`src/include/debug_cmd_pkg.sv`:
```
// debug_cmd_pkg: constants and types shared by the debug command code decoder
// assumes: an AXI4-Lite master and a same-clock serial bit receiver around the block
package debug_cmd_pkg;

  // command code layout
  localparam int CODE_W      = 8;
  localparam int DIR_BIT     = 5;
  localparam int MEM_SEL_BIT = 4;
  localparam int SIZE_HI     = 3;
  localparam int SIZE_LO     = 2;
  localparam int ACC_HI      = 1;
  localparam int ACC_LO      = 0;
  localparam int GRP_HI      = 7;
  localparam int GRP_LO      = 6;
  localparam int NUM_HI      = 4;
  localparam int NUM_LO      = 0;
  localparam int BIT_CNT_W   = 3;
  localparam logic [BIT_CNT_W-1:0] LAST_BIT = 3'h7;

  // register groups
  localparam logic [1:0] GRP_MISC  = 2'h0;
  localparam logic [1:0] GRP_GPR   = 2'h1;
  localparam logic [1:0] GRP_DEBUG = 2'h2;
  localparam logic [1:0] GRP_CTRL  = 2'h3;

  // operand sizes and memory access types
  localparam logic [1:0] SIZE_BYTE   = 2'h0;
  localparam logic [1:0] SIZE_WORD   = 2'h1;
  localparam logic [1:0] SIZE_LONG   = 2'h2;
  localparam logic [1:0] ACC_PLAIN   = 2'h0;
  localparam logic [1:0] ACC_STATUS  = 2'h1;
  localparam logic [1:0] ACC_BLOCK   = 2'h2;
  localparam logic [1:0] ACC_BLOCK_S = 2'h3;

  // register numbers
  localparam logic [4:0] NUM_DATA_LAST = 5'h07;
  localparam logic [4:0] NUM_ADDR_LAST = 5'h0F;
  localparam logic [4:0] NUM_ALT_SP    = 5'h00;
  localparam logic [4:0] NUM_VBR       = 5'h01;
  localparam logic [4:0] NUM_CPU_CONFIGURATION_REGISTER     = 5'h02;
  localparam logic [4:0] NUM_PSW       = 5'h0E;
  localparam logic [4:0] NUM_PC        = 5'h0F;

  // bus map
  localparam int ADDR_W = 8;
  localparam logic [ADDR_W-1:0] OFF_CODE   = 8'h00;
  localparam logic [ADDR_W-1:0] OFF_DECODE = 8'h04;
  localparam logic [ADDR_W-1:0] OFF_CTRL   = 8'h08;
  localparam logic [ADDR_W-1:0] OFF_STATUS = 8'h0C;
  localparam logic [1:0]  RESP_OKAY   = 2'h0;
  localparam logic [1:0]  RESP_SLVERR = 2'h2;
  localparam logic [31:0] CTRL_RESET  = 32'h0000_0001;
  localparam int CTRL_SER_EN_BIT = 0;
  localparam int STAT_ABORT_BIT  = 3;

  typedef enum logic [1:0] {CLS_MISC, CLS_MEMORY, CLS_REGISTER} cmdClass_type;

  typedef enum logic [3:0] {
    TGT_NONE, TGT_DATA, TGT_ADDR, TGT_DEBUG, TGT_ALT_SP,
    TGT_VBR, TGT_CPU_CONFIGURATION_REGISTER, TGT_PSW, TGT_PC
  } target_type;

  // decoded command, 22 bits, read back zero-extended
  typedef struct packed {
    logic         reservedCode;
    logic [2:0]   regIndex;
    target_type   target;
    logic [4:0]   regNum;
    logic [1:0]   group;
    logic [1:0]   accessType;
    logic [1:0]   operandSize;
    cmdClass_type cmdClass;
    logic         isRead;
  } decode_type;

  // status word, 32 bits
  typedef struct packed {
    logic [15:0] cmdCount;
    logic [7:0]  partialCode;
    logic [3:0]  spare;
    logic        abortSeen;
    logic [2:0]  bitCount;
  } status_type;

endpackage

```
`src/design/debug_code_decoder.sv`:
```
// debug_code_decoder: pure combinational split of one 8-bit command code
// assumes: caller registers the result; code is stable while it is used
`timescale 1ns/100ps
`default_nettype none
module debug_code_decoder (
  // command code in
  input  wire logic [debug_cmd_pkg::CODE_W-1:0] code,
  // decoded fields out
  output debug_cmd_pkg::decode_type             decoded
);

  logic [1:0] grp;
  logic [4:0] num;

  // field extraction and register mapping
  always_comb begin
    grp = code[debug_cmd_pkg::GRP_HI:debug_cmd_pkg::GRP_LO];
    num = code[debug_cmd_pkg::NUM_HI:debug_cmd_pkg::NUM_LO];
    decoded              = '0;
    decoded.isRead       = code[debug_cmd_pkg::DIR_BIT];
    decoded.operandSize  = code[debug_cmd_pkg::SIZE_HI:debug_cmd_pkg::SIZE_LO];
    decoded.accessType   = code[debug_cmd_pkg::ACC_HI:debug_cmd_pkg::ACC_LO];
    decoded.group        = grp;
    decoded.regNum       = num;
    decoded.target       = debug_cmd_pkg::TGT_NONE;
    if (grp == debug_cmd_pkg::GRP_MISC) begin
      decoded.cmdClass = code[debug_cmd_pkg::MEM_SEL_BIT] ? debug_cmd_pkg::CLS_MEMORY : debug_cmd_pkg::CLS_MISC;
      // size code 11 names no operand width
      decoded.reservedCode = code[debug_cmd_pkg::MEM_SEL_BIT] &&
                             (decoded.operandSize != debug_cmd_pkg::SIZE_BYTE) &&
                             (decoded.operandSize != debug_cmd_pkg::SIZE_WORD) &&
                             (decoded.operandSize != debug_cmd_pkg::SIZE_LONG);
    end else begin
      decoded.cmdClass = debug_cmd_pkg::CLS_REGISTER;
      case (grp)
        debug_cmd_pkg::GRP_GPR: begin
          if (num <= debug_cmd_pkg::NUM_DATA_LAST) begin
            decoded.target = debug_cmd_pkg::TGT_DATA;
          end else if (num <= debug_cmd_pkg::NUM_ADDR_LAST) begin
            decoded.target = debug_cmd_pkg::TGT_ADDR;
          end
          decoded.regIndex = num[2:0];
        end
        debug_cmd_pkg::GRP_DEBUG: begin
          decoded.target = debug_cmd_pkg::TGT_DEBUG;
        end
        default: begin
          if (num == debug_cmd_pkg::NUM_ALT_SP) begin
            decoded.target = debug_cmd_pkg::TGT_ALT_SP;
          end else if (num == debug_cmd_pkg::NUM_VBR) begin
            decoded.target = debug_cmd_pkg::TGT_VBR;
          end else if (num == debug_cmd_pkg::NUM_CPU_CONFIGURATION_REGISTER) begin
            decoded.target = debug_cmd_pkg::TGT_CPU_CONFIGURATION_REGISTER;
          end else if (num == debug_cmd_pkg::NUM_PSW) begin
            decoded.target = debug_cmd_pkg::TGT_PSW;
          end else if (num == debug_cmd_pkg::NUM_PC) begin
            decoded.target = debug_cmd_pkg::TGT_PC;
          end
        end
      endcase
      // unmapped numbers select nothing and are flagged
      decoded.reservedCode = (decoded.target == debug_cmd_pkg::TGT_NONE);
    end
  end

endmodule // debug_code_decoder
`default_nettype wire

```
`src/design/debug_command_code_decoder.sv`:
```
// debug_command_code_decoder: collects the 8-bit debug command code, decodes it and
// holds the result for the command sequencer; registers reachable over AXI4-Lite
// assumes: serial bits arrive from a bit receiver on ref_clk, one strobe per bit
`timescale 1ns/100ps
`default_nettype none
module debug_command_code_decoder #(
  parameter int CMD_COUNT_W = 16
) (
  // clock and reset
  input  wire logic                              ref_clk,
  input  wire logic                              rstn,
  // serial command bits from the bit receiver
  input  wire logic                              bitStrobe,
  input  wire logic                              bitData,
  input  wire logic                              linkAbort,
  // decoded command towards the sequencer
  output debug_cmd_pkg::decode_type              cmdDecoded,
  output logic [debug_cmd_pkg::CODE_W-1:0]       cmdCode,
  output logic                                   cmdStrobe,
  // axi4-lite write address and data
  input  wire logic [debug_cmd_pkg::ADDR_W-1:0]  s_axi_awaddr,
  input  wire logic                              s_axi_awvalid,
  output logic                                   s_axi_awready,
  input  wire logic [31:0]                       s_axi_wdata,
  input  wire logic [3:0]                        s_axi_wstrb,
  input  wire logic                              s_axi_wvalid,
  output logic                                   s_axi_wready,
  // axi4-lite write response
  output logic [1:0]                             s_axi_bresp,
  output logic                                   s_axi_bvalid,
  input  wire logic                              s_axi_bready,
  // axi4-lite read
  input  wire logic [debug_cmd_pkg::ADDR_W-1:0]  s_axi_araddr,
  input  wire logic                              s_axi_arvalid,
  output logic                                   s_axi_arready,
  output logic [31:0]                            s_axi_rdata,
  output logic [1:0]                             s_axi_rresp,
  output logic                                   s_axi_rvalid,
  input  wire logic                              s_axi_rready
);

  // reset release synchroniser; assertion stays asynchronous
  logic rstMeta_reg;
  logic rstSync_reg;

  always_ff @(posedge ref_clk or negedge rstn) begin
    if (!rstn) begin
      rstMeta_reg <= 1'b0;
      rstSync_reg <= 1'b0;
    end else begin
      rstMeta_reg <= 1'b1;
      rstSync_reg <= rstMeta_reg;
    end
  end

  // serial collection and decode state
  logic [debug_cmd_pkg::CODE_W-1:0]    shift_reg,    shift_next;
  logic [debug_cmd_pkg::BIT_CNT_W-1:0] bitCount_reg, bitCount_next;
  logic [debug_cmd_pkg::CODE_W-1:0]    code_reg,     code_next;
  debug_cmd_pkg::decode_type           decode_reg,   decode_next;
  logic                                strobe_reg,   strobe_next;
  logic                                abort_reg,    abort_next;
  logic [CMD_COUNT_W-1:0]              count_reg,    count_next;
  logic [31:0]                         ctrl_reg,     ctrl_next;

  // bus state
  logic                             awReady_reg, awReady_next;
  logic                             wReady_reg,  wReady_next;
  logic [debug_cmd_pkg::ADDR_W-1:0] awAddr_reg,  awAddr_next;
  logic [31:0]                      wData_reg,   wData_next;
  logic [3:0]                       wStrb_reg,   wStrb_next;
  logic                             bValid_reg,  bValid_next;
  logic [1:0]                       bResp_reg,   bResp_next;
  logic                             arReady_reg, arReady_next;
  logic                             rValid_reg,  rValid_next;
  logic [31:0]                      rData_reg,   rData_next;
  logic [1:0]                       rResp_reg,   rResp_next;

  // completed code and its decode
  logic [debug_cmd_pkg::CODE_W-1:0] fullCode;
  logic                             serialDone;
  logic                             swCodeWrite;
  logic                             abortClear;
  logic [debug_cmd_pkg::CODE_W-1:0] decodeSrc;
  debug_cmd_pkg::decode_type        decodeComb;
  debug_cmd_pkg::status_type        statusWord;
  logic                             writeFire;

  debug_code_decoder u_decoder (
    .code    (decodeSrc),
    .decoded (decodeComb)
  );

  // byte-lane merge for writes into a full register word
  function automatic logic [31:0] mergeLanes(input logic [31:0] oldVal,
                                             input logic [31:0] newVal,
                                             input logic [3:0]  strb);
    logic [31:0] res;
    res = oldVal;
    for (int i = 0; i < 4; i++) begin
      if (strb[i]) begin
        res[i*8 +: 8] = newVal[i*8 +: 8];
      end
    end
    return res;
  endfunction

  // write is performed once both address and data are held
  assign writeFire = !awReady_reg && !wReady_reg && !bValid_reg;
  assign fullCode  = {shift_reg[debug_cmd_pkg::CODE_W-2:0], bitData};
  assign serialDone = bitStrobe && ctrl_reg[debug_cmd_pkg::CTRL_SER_EN_BIT] && !linkAbort &&
                      (bitCount_reg == debug_cmd_pkg::LAST_BIT);
  assign swCodeWrite = writeFire && (awAddr_reg == debug_cmd_pkg::OFF_CODE) && wStrb_reg[0];
  assign abortClear  = writeFire && (awAddr_reg == debug_cmd_pkg::OFF_STATUS) && wStrb_reg[0] &&
                       wData_reg[debug_cmd_pkg::STAT_ABORT_BIT];
  // serial code wins over a software injection in the same cycle
  assign decodeSrc = serialDone ? fullCode : wData_reg[debug_cmd_pkg::CODE_W-1:0];

  // status word assembled from live state
  always_comb begin
    statusWord             = '0;
    statusWord.cmdCount    = 16'(count_reg);
    statusWord.partialCode = shift_reg;
    statusWord.abortSeen   = abort_reg;
    statusWord.bitCount    = bitCount_reg;
  end

  // next state of the command path
  always_comb begin
    shift_next    = shift_reg;
    bitCount_next = bitCount_reg;
    code_next     = code_reg;
    decode_next   = decode_reg;
    strobe_next   = 1'b0;
    abort_next    = abort_reg;
    count_next    = count_reg;
    ctrl_next     = ctrl_reg;
    if (linkAbort) begin
      // an aborted bit stream leaves no partial code behind
      shift_next    = '0;
      bitCount_next = '0;
    end else if (bitStrobe && ctrl_reg[debug_cmd_pkg::CTRL_SER_EN_BIT]) begin
      shift_next    = fullCode;
      bitCount_next = bitCount_reg + 1'b1;
    end
    // a code is decoded once all eight bits are in, or when software writes the code register
    if (serialDone || swCodeWrite) begin
      code_next   = decodeSrc;
      decode_next = decodeComb;
      strobe_next = 1'b1;
      count_next  = count_reg + 1'b1;
    end
    // abort flag: a new abort wins over a clear in the same cycle
    if (linkAbort) begin
      abort_next = 1'b1;
    end else if (abortClear) begin
      abort_next = 1'b0;
    end
    if (writeFire && (awAddr_reg == debug_cmd_pkg::OFF_CTRL)) begin
      ctrl_next = mergeLanes(ctrl_reg, wData_reg, wStrb_reg);
    end
  end

  always_ff @(posedge ref_clk or negedge rstSync_reg) begin
    if (!rstSync_reg) begin
      shift_reg    <= '0;
      bitCount_reg <= '0;
      code_reg     <= '0;
      decode_reg   <= '0;
      strobe_reg   <= 1'b0;
      abort_reg    <= 1'b0;
      count_reg    <= '0;
      ctrl_reg     <= debug_cmd_pkg::CTRL_RESET;
    end else begin
      shift_reg    <= shift_next;
      bitCount_reg <= bitCount_next;
      code_reg     <= code_next;
      decode_reg   <= decode_next;
      strobe_reg   <= strobe_next;
      abort_reg    <= abort_next;
      count_reg    <= count_next;
      ctrl_reg     <= ctrl_next;
    end
  end

  // next state of the bus slave; aw and w are taken in either order
  always_comb begin
    awReady_next = awReady_reg;
    wReady_next  = wReady_reg;
    awAddr_next  = awAddr_reg;
    wData_next   = wData_reg;
    wStrb_next   = wStrb_reg;
    bValid_next  = bValid_reg;
    bResp_next   = bResp_reg;
    arReady_next = arReady_reg;
    rValid_next  = rValid_reg;
    rData_next   = rData_reg;
    rResp_next   = rResp_reg;
    if (s_axi_awvalid && awReady_reg) begin
      awAddr_next  = s_axi_awaddr;
      awReady_next = 1'b0;
    end
    if (s_axi_wvalid && wReady_reg) begin
      wData_next  = s_axi_wdata;
      wStrb_next  = s_axi_wstrb;
      wReady_next = 1'b0;
    end
    if (writeFire) begin
      bValid_next = 1'b1;
      if ((awAddr_reg == debug_cmd_pkg::OFF_CODE) || (awAddr_reg == debug_cmd_pkg::OFF_DECODE) ||
          (awAddr_reg == debug_cmd_pkg::OFF_CTRL) || (awAddr_reg == debug_cmd_pkg::OFF_STATUS)) begin
        bResp_next = debug_cmd_pkg::RESP_OKAY;
      end else begin
        bResp_next = debug_cmd_pkg::RESP_SLVERR;
      end
    end
    if (bValid_reg && s_axi_bready) begin
      bValid_next  = 1'b0;
      awReady_next = 1'b1;
      wReady_next  = 1'b1;
    end
    // reads: one outstanding, arready drops until the data is taken
    if (s_axi_arvalid && arReady_reg) begin
      arReady_next = 1'b0;
      rValid_next  = 1'b1;
      rResp_next   = debug_cmd_pkg::RESP_OKAY;
      if (s_axi_araddr == debug_cmd_pkg::OFF_CODE) begin
        rData_next = 32'(code_reg);
      end else if (s_axi_araddr == debug_cmd_pkg::OFF_DECODE) begin
        rData_next = 32'(decode_reg);
      end else if (s_axi_araddr == debug_cmd_pkg::OFF_CTRL) begin
        rData_next = ctrl_reg;
      end else if (s_axi_araddr == debug_cmd_pkg::OFF_STATUS) begin
        rData_next = statusWord;
      end else begin
        rData_next = '0;
        rResp_next = debug_cmd_pkg::RESP_SLVERR;
      end
    end
    if (rValid_reg && s_axi_rready) begin
      rValid_next  = 1'b0;
      arReady_next = 1'b1;
    end
  end

  always_ff @(posedge ref_clk or negedge rstSync_reg) begin
    if (!rstSync_reg) begin
      awReady_reg <= 1'b1;
      wReady_reg  <= 1'b1;
      awAddr_reg  <= '0;
      wData_reg   <= '0;
      wStrb_reg   <= '0;
      bValid_reg  <= 1'b0;
      bResp_reg   <= debug_cmd_pkg::RESP_OKAY;
      arReady_reg <= 1'b1;
      rValid_reg  <= 1'b0;
      rData_reg   <= '0;
      rResp_reg   <= debug_cmd_pkg::RESP_OKAY;
    end else begin
      awReady_reg <= awReady_next;
      wReady_reg  <= wReady_next;
      awAddr_reg  <= awAddr_next;
      wData_reg   <= wData_next;
      wStrb_reg   <= wStrb_next;
      bValid_reg  <= bValid_next;
      bResp_reg   <= bResp_next;
      arReady_reg <= arReady_next;
      rValid_reg  <= rValid_next;
      rData_reg   <= rData_next;
      rResp_reg   <= rResp_next;
    end
  end

  // all outputs straight from flip-flops
  assign cmdDecoded    = decode_reg;
  assign cmdCode       = code_reg;
  assign cmdStrobe     = strobe_reg;
  assign s_axi_awready = awReady_reg;
  assign s_axi_wready  = wReady_reg;
  assign s_axi_bvalid  = bValid_reg;
  assign s_axi_bresp   = bResp_reg;
  assign s_axi_arready = arReady_reg;
  assign s_axi_rvalid  = rValid_reg;
  assign s_axi_rdata   = rData_reg;
  assign s_axi_rresp   = rResp_reg;

endmodule // debug_command_code_decoder
`default_nettype wire

```
`config.mk`:
```
export PLATFORM = sky130hd
export DESIGN_NAME = debug_command_code_decoder
export DESIGN_NICKNAME = d
export VERILOG_FILES = /design/src/include/debug_cmd_pkg.sv /design/src/design/debug_code_decoder.sv /design/src/design/debug_command_code_decoder.sv
export SDC_FILE = /design/constraint.sdc
export NUM_CORES = 1
export LEC_CHECK = 0
export BUFFER_PORTS_ARGS = -buffer_cell sky130_fd_sc_hd__buf_2
export CELL_PAD_IN_SITES_DETAIL_PLACEMENT = 1
export CELL_PAD_IN_SITES_GLOBAL_PLACEMENT = 1
export CORE_ASPECT_RATIO = 0.7
export CORE_MARGIN = 3
export CORE_UTILIZATION = 48
export DETAILED_ROUTE_END_ITERATION = 8
export PLACE_DENSITY_LB_ADDON = 0.12
export SLEW_MARGIN = 25
export SYNTH_ARGS = -nofsm -noshare
export SYNTH_HDL_FRONTEND = slang
export SYNTH_SLANG_ARGS = --single-unit
```
`constraint.sdc`:
```
create_clock -name ref_clk -period 7.7 [get_ports ref_clk]
set_input_delay 0 -clock ref_clk [delete_from_list [all_inputs] [get_ports ref_clk]]
set_output_delay 0 -clock ref_clk [all_outputs]
set_load 0.005 [all_outputs]
```
==> key figures, run 1 <==
Detailed routing
  • Post-DRT Antenna Nets: 0
  • Vias: 5571
  • Vias per cell: 5.53
  • Routed wire per std cell: 21.2 um
  • Final wirelength: 21400 um
  • DRT Pass-1 Iters: 4
  • Initial drt markers: 383
  • DRC viols: 0

Critical path
  • CP Capture Type: register
  • Arr. time, crit path: 3.73 ns
  • Startpoint Class: register
  • Worst R2R Setup Slack: 4.29 ns
  • CP max FO: 13
  • Critical Path RT: 8.02 ns
  • WS Path Type: register to register

Power and ir drop
  • PD cells: 282 nW/um^2
  • Power, Total: roughly 2.6 mW
  • Internal power: 1.82 mW
  • Worst vdd ir: 169 uV
  • Register share of total power: 47.5%
  • Comb power frac: 21.8%
  • Leakage: 4.47 nW
  • Switching power: between 700 and 800 uW
  • Switching power share of the total: 30.0%
  • Clock network fraction of total power: 30.7%

Clocking
  • CTS tree: yes
  • Clk slew on worst S/H paths: 0.06 ns
  • Bufs on Longest Clock Path: 2
  • Clk sinks: 164
  • CTS H-tree depth: 4
  • Setup bufs post-CTS: 0
  • Root Driver: clkbuf_16
  • CTS buffer count: 17
  • Skew-Pair Late Insertion Delay: 0.42 ns

Flow run
  • Max-cap violations: 0

Floorplanning
  • Die area: around 17000 sq um
  • Initial Utilization: 49.8%
  • Chip width: 155 um
  • Core area: between 10000 and 15000 sq um
  • Num ports: approximately 130
  • Std cell rows: 37
  • Die height: 110 um

Yosys
  • Sequential share of the synthesized area: 55.3%
  • Adder-Cell Fraction of Synth Area: 1.01%
  • Yosys top cell by area: dfrtp_1
  • Yosys reg bits: about 160
  • Mapped Area: roughly 7400 sq um
  • Number of flops mapped to enable cells by yosys: 0
  • Top cells by area, synth: dfrtp_1 54%, mux2_2 12%, nand2_1 4.0%, o21ai_0 2.3%, a21oi_1 2.0%
  • Xor and xnor area share after synthesis: 2.12%
  • Main synth FF type: dfrtp_1
  • Yosys cell types: 54
  • Synth warn: 0
  • Simple-gate share of the synthesized area: about an eighth
  • Synth async-reset ratio: 100%
  • Mapped Cells: 639
  • Synth top area share: 53.9%
  • Avg Synthesized Cell Area: 11.6 sq um
  • Synth Area in Compound Gates: 10.9%
  • Largest family of logic cells by synthesized area: multiplexers
  • Mux share of post-synthesis cell area: roughly 15%

Timing
  • Final Hold Fails: 0
  • Max Clk Rate: 0.293 GHz
  • Fin Hold WS: 0.131 ns
  • Final Cycle Share: 44.3%
  • Final count of pins violating max slew: 0
  • Setup violators final: 0
  • Worst slew pin tran: 0.840 ns
  • RSZ-0062 raised after global routing: no
  • Worst Skew: 0.00520 ns
  • Setup Total Neg Slack: 0 ns
  • Tmin final: 3.41 ns
  • Relative max-transition margin: 44.0%

GRT
  • Antenna violations before repair: 0
  • GRT Overall Usage: 26.2%
  • Largest net degree at the start of global routing: 66
  • Total congestion overflow: 0
  • Vias in the first global route: 5975
  • First-pass GRT wire length: 33800 um

Cells and area
  • Synthesis-to-layout area growth: 24.0%
  • Share of cells above drive strength 1: 31.6%
  • Post-layout nets: 870
  • Antenna Cells: 0

Place
  • HPWL Detailed: 14500 um
  • RePlAce Congestion: 0.852
  • I/O Buffers: 131

Outcome
  • Status: completed

Worst hold path
  • HP Class: input port to register
cells in the mapped netlist (11+ instances only):
library cell,n
a21oi_1,30
a22oi_1,14
buf_2,11
buf_4,15
clkbuf_1,16
dfrtp_1,160
mux2_2,78
mux2i_1,14
nand2_1,80
nand2b_1,16
nor2_1,28
o21ai_0,34
power groups by stage:
stage	Sequential (mW)	Clock, mW	Combinational [mW]
detailed placement	1.24	0	0.530
global placement	1.23	0	0.506
global route	1.26	0.853	0.631
floorplan	1.18	0	0.399
CTS	1.23	0.810	0.567
finish	1.23	0.800	0.567
worst max-delay path, stage by stage (launching register included):
cell	delay, ns
dfrtp_1	0.40
ha_1	0.18
ha_1	0.18
and4b_1	0.75
mux2i_1	0.48
ha_1	0.30
nor2_1	0.10
nand4b_1	0.13
o311ai_0	0.17
a22o_1	0.27
o41ai_2	0.32
cell usage in the layout, fill, tap and decap left out, types with 14 or more instances in the layout:
cell           count
mux2_2            78
dlygate4sd3_1     56
clkbuf_16         17
nand2_1           80
buf_2            131
nor2_1            28
nand2b_1          16
a21oi_1           30
a22oi_1           14
mux2i_1           14
dfrtp_1          159
o21ai_0           34
final timing paths:
check                           startpoint             end  cells after the start
max reg2reg                bitCount_reg[0]  cmdDecoded[21]                     10
max in group asynchronous      rstSync_reg    wData_reg[9]                      2
min in group asynchronous      rstSync_reg   awAddr_reg[6]                      0
min                        s_axi_araddr[4]  s_axi_rdata[1]                      5
min reg2reg                    rstSync_reg   awAddr_reg[6]                      0
max                        bitCount_reg[0]  cmdDecoded[21]                     10
per-stage QoR:
stage,setup WS (ns),cells,utilization (%),cell area [sq um]
final,4.29,1008,61.8,9210
after global routing,4.06,1008,61.8,9210
after CTS,4.36,1008,61.8,9210
after detailed placement,4.43,922,54.3,8100
after global placement,4.63,922,54.3,8100
after floorplan,2.80,640,-,7430
final cells by class:
type / count / area (sq um)
Fill cell: 1543 / 5700
Inverter: 10 / 37.5
Timing Repair Buffer: 191 / 1250
Clock inverter: 4 / 47.5
Multi-Input combinational cell: 418 / 3020
Tap cell: 195 / 244
Sequential cell: 164 / 4110
Clock buffer: 26 / 499
per-layer routing:
layer  vias up  share of wire, %  track usage, %
met5         -                 0               0
met4         0               1.1            6.93
met3        22               5.6            6.48
met2       141                46            41.5
met1      2841                48            36.7
li1       2567                 -               -
cell families after synthesis:
kind of cell	Yosys count
other cells	2
fa+ha+maj	6
mux	95
compound gates	122
xor+xnor	18
flops	164
simple gates	174
buf+inv	58
what timing repair did:
item	in CTS	in global routing
setup endpoints to repair	0	0
hold endpoints to repair	63	0
gates resized for setup	0	0
hold buffers	56	0
Note: power is estimated with default switching activity, not from simulation.
==> run 2, diff against run 1 <==
--- a/config.mk
+++ b/config.mk
@@ -10,7 +10,7 @@
 export CELL_PAD_IN_SITES_GLOBAL_PLACEMENT = 1
 export CORE_ASPECT_RATIO = 0.7
 export CORE_MARGIN = 3
-export CORE_UTILIZATION = 48
+export CORE_UTILIZATION = 40
 export DETAILED_ROUTE_END_ITERATION = 8
 export PLACE_DENSITY_LB_ADDON = 0.12
 export SLEW_MARGIN = 25
==> constraint.sdc (replaced) <==
create_clock -name ref_clk -period 2.9 [get_ports ref_clk]
set_input_delay 0 -clock ref_clk [delete_from_list [all_inputs] [get_ports ref_clk]]
set_output_delay 0 -clock ref_clk [all_outputs]
set_load 0.005 [all_outputs]
==> key figures, run 2 (synthesis results as in run 1) <==
Outcome
  • Status: completed (unchanged)

GRT
  • First-pass GRT wire length: 34800 um (was 33800 um)
  • Vias in the first global route: 6005 (was 5975)
  • Total congestion overflow: 0 (unchanged)
  • GRT Overall Usage: 22.4% (was 26.2%)
  • Largest net degree at the start of global routing: 59 (was 66)
  • Antenna violations before repair: 0 (unchanged)

Power and ir drop
  • PD cells: 772 nW/um^2 (was 282 nW/um^2)
  • Power, Total: 7.33 mW (was 2.60 mW)
  • Leakage: 4.57 nW (was 4.47 nW)
  • Worst vdd ir: 379 uV (was 169 uV)

Critical path
  • Worst R2R Setup Slack: 0.1 ns (was 4.29 ns)
  • CP max FO: 5 (was 13)
  • WS Path Type: register to register (unchanged)
  • CP Capture Type: register (unchanged)
  • Startpoint Class: register (unchanged)
  • CP startpoint: bitCount_reg[0] (unchanged)
  • Arr. time, crit path: 3.11 ns (was 3.73 ns)
  • FF-to-FF Start: bitCount_reg[0] (unchanged)
  • Critical Path RT: 3.21 ns (was 8.02 ns)

Clocking
  • CTS tree: yes (unchanged)
  • Clk slew on worst S/H paths: 0.06 ns (about the same)
  • Skew-Pair Late Insertion Delay: 0.42 ns (about the same)
  • CTS buffer count: 17 (unchanged)
  • CTS H-tree depth: 4 (unchanged)
  • Bufs on Longest Clock Path: 2 (unchanged)
  • Clk sinks: 164 (unchanged)
  • Root Driver: clkbuf_16 (unchanged)

Worst hold path
  • HP Class: input port to register (unchanged)
  • Hold Startpoint: s_axi_araddr[4] (unchanged)

Cells and area
  • Most frequent cells in the layout: 159 x dfrtp_1, 131 x buf_2, 79 x nand2_1, 78 x mux2_2, 57 x dlygate4sd3_1 (was 159 x dfrtp_1, 131 x buf_2, 80 x nand2_1, 78 x mux2_2, 56 x dlygate4sd3_1)
  • Antenna Cells: 0 (unchanged)
  • Post-layout nets: 882 (was 870)
  • Non-Filler Instances: 1063 (was 1008)
  • Most common cell after layout, fill and taps aside: dfrtp_1 (unchanged)
  • Synthesis-to-layout area growth: 27.8% (was 24.0%)
  • Share of cells above drive strength 1: 34.0% (was 31.6%)

Floorplanning
  • Initial Utilization: 41.0% (was 49.8%)
  • Die area: 20300 sq um (was 17000 sq um)
  • Core area: 18100 sq um (was 14900 sq um)
  • Chip width: 169 um (was 155 um)
  • Num ports: 134 (unchanged)
  • Die height: 120 um (was 110 um)
  • Std cell rows: 41 (was 37)

Timing
  • Worst slew pin tran: 0.787 ns (was 0.840 ns)
  • Final count of pins violating max slew: 0 (unchanged)
  • Worst Skew: 0.00895 ns (was 0.00520 ns)
  • Relative max-transition margin: 47.5% (was 44.0%)
  • Tmin final: 2.80 ns (was 3.41 ns)
  • Setup violators final: 0 (unchanged)
  • Max Clk Rate: 0.357 GHz (was 0.293 GHz)
  • Final Hold Fails: 0 (unchanged)
  • Final Cycle Share: 96.7% (was 44.3%)

Place
  • RePlAce Congestion: 0.844 (was 0.852)
  • HPWL Detailed: 15100 um (was 14500 um)
  • I/O Buffers: 131 (unchanged)
  • Cell total after placement: 971 (was 922)

Detailed routing
  • Final wirelength: 21800 um (was 21400 um)
  • Vias per cell: 5.27 (was 5.53)
  • DRC viols: 0 (unchanged)
  • Routed wire per std cell: 20.6 um (was 21.2 um)
  • Post-DRT Antenna Nets: 0 (unchanged)
  • Initial drt markers: 378 (was 383)
  • DRT Pass-1 Iters: 4 (unchanged)
  • Vias: 5602 (was 5571)

Flow run
  • Max-cap violations: 0 (unchanged)
[run 2: cell types whose count changed in the layout (fill, tap and decap cells not counted), moves of 3 or more]
cell / delta
clkbuf_1: -3
clkbuf_8: -3
ha_1: -3
bufinv_16: +3
buf_4: +10
[run 2: worst paths after layout]
check	to	cells after the start
setup / recovery	cmdDecoded[21]	11
hold / removal	s_axi_rdata[0]	5
setup reg to reg	cmdDecoded[21]	11
hold reg to reg	wData_reg[25]	0
max in group asynchronous	s_axi_awready	1
min in group asynchronous	wData_reg[25]	0
[run 2: per-stage QoR]
step	setup WS, ns	hold slack (ns)	setup TNS, ns	instance area [sq um]	util (%)
floorplan	0.190	-0.296	0	7430	-
global route	-0.0393	0.143	-0.0393	9490	52.4
detailed placement	0.0446	-0.211	0	8220	45.4
finish	0.0956	0.117	0	9490	52.4
global placement	0.265	-0.214	0	8220	45.4
CTS	0.0172	0.0970	0	9420	52.0
[run 2: critical path, stage by stage, from the launching register on]
cell and delay (ns):
dfrtp_1 0.39, ha_2 0.20, ha_2 0.18, and4b_2 0.25, buf_4 0.17, mux2i_4 0.19, ha_4 0.32, nor2_2 0.07
mux2i_1 0.21, nor3_1 0.10, or2_1 0.25, o41ai_2 0.36
[run 2: per-layer routing]
| metal | share of wire [%] | track usage, % |
|---|---|---|
| met5 | 0 | 0 |
| met4 | 1.0 | 5.26 |
| met3 | 5.9 | 4.94 |
| met2 | 46 | 33.7 |
| met1 | 47 | 33.1 |
[run 2: where the power goes]
part           switching (mW)  internal (mW)
Clock                   0.959           1.47
Combinational           0.743          0.877
Sequential              0.494           2.79
[run 2: what timing repair did]
action | in CTS | in global routing
buffers inserted | 0 | 3
hold endpoints to repair | 63 | 0
resized for setup | 0 | 13
hold buffers | 57 | 0
endpoints found under the setup margin | 0 | 3
[run 2: cell type report]
cell class	instances	area [sq um]
sequential	164	4110
inverter	10	37.5
multi-input combinational	418	3070
tap	236	295
fill	1904	8620
clock inverter	12	179
timing repair buffer	203	1350
clock buffer	20	447
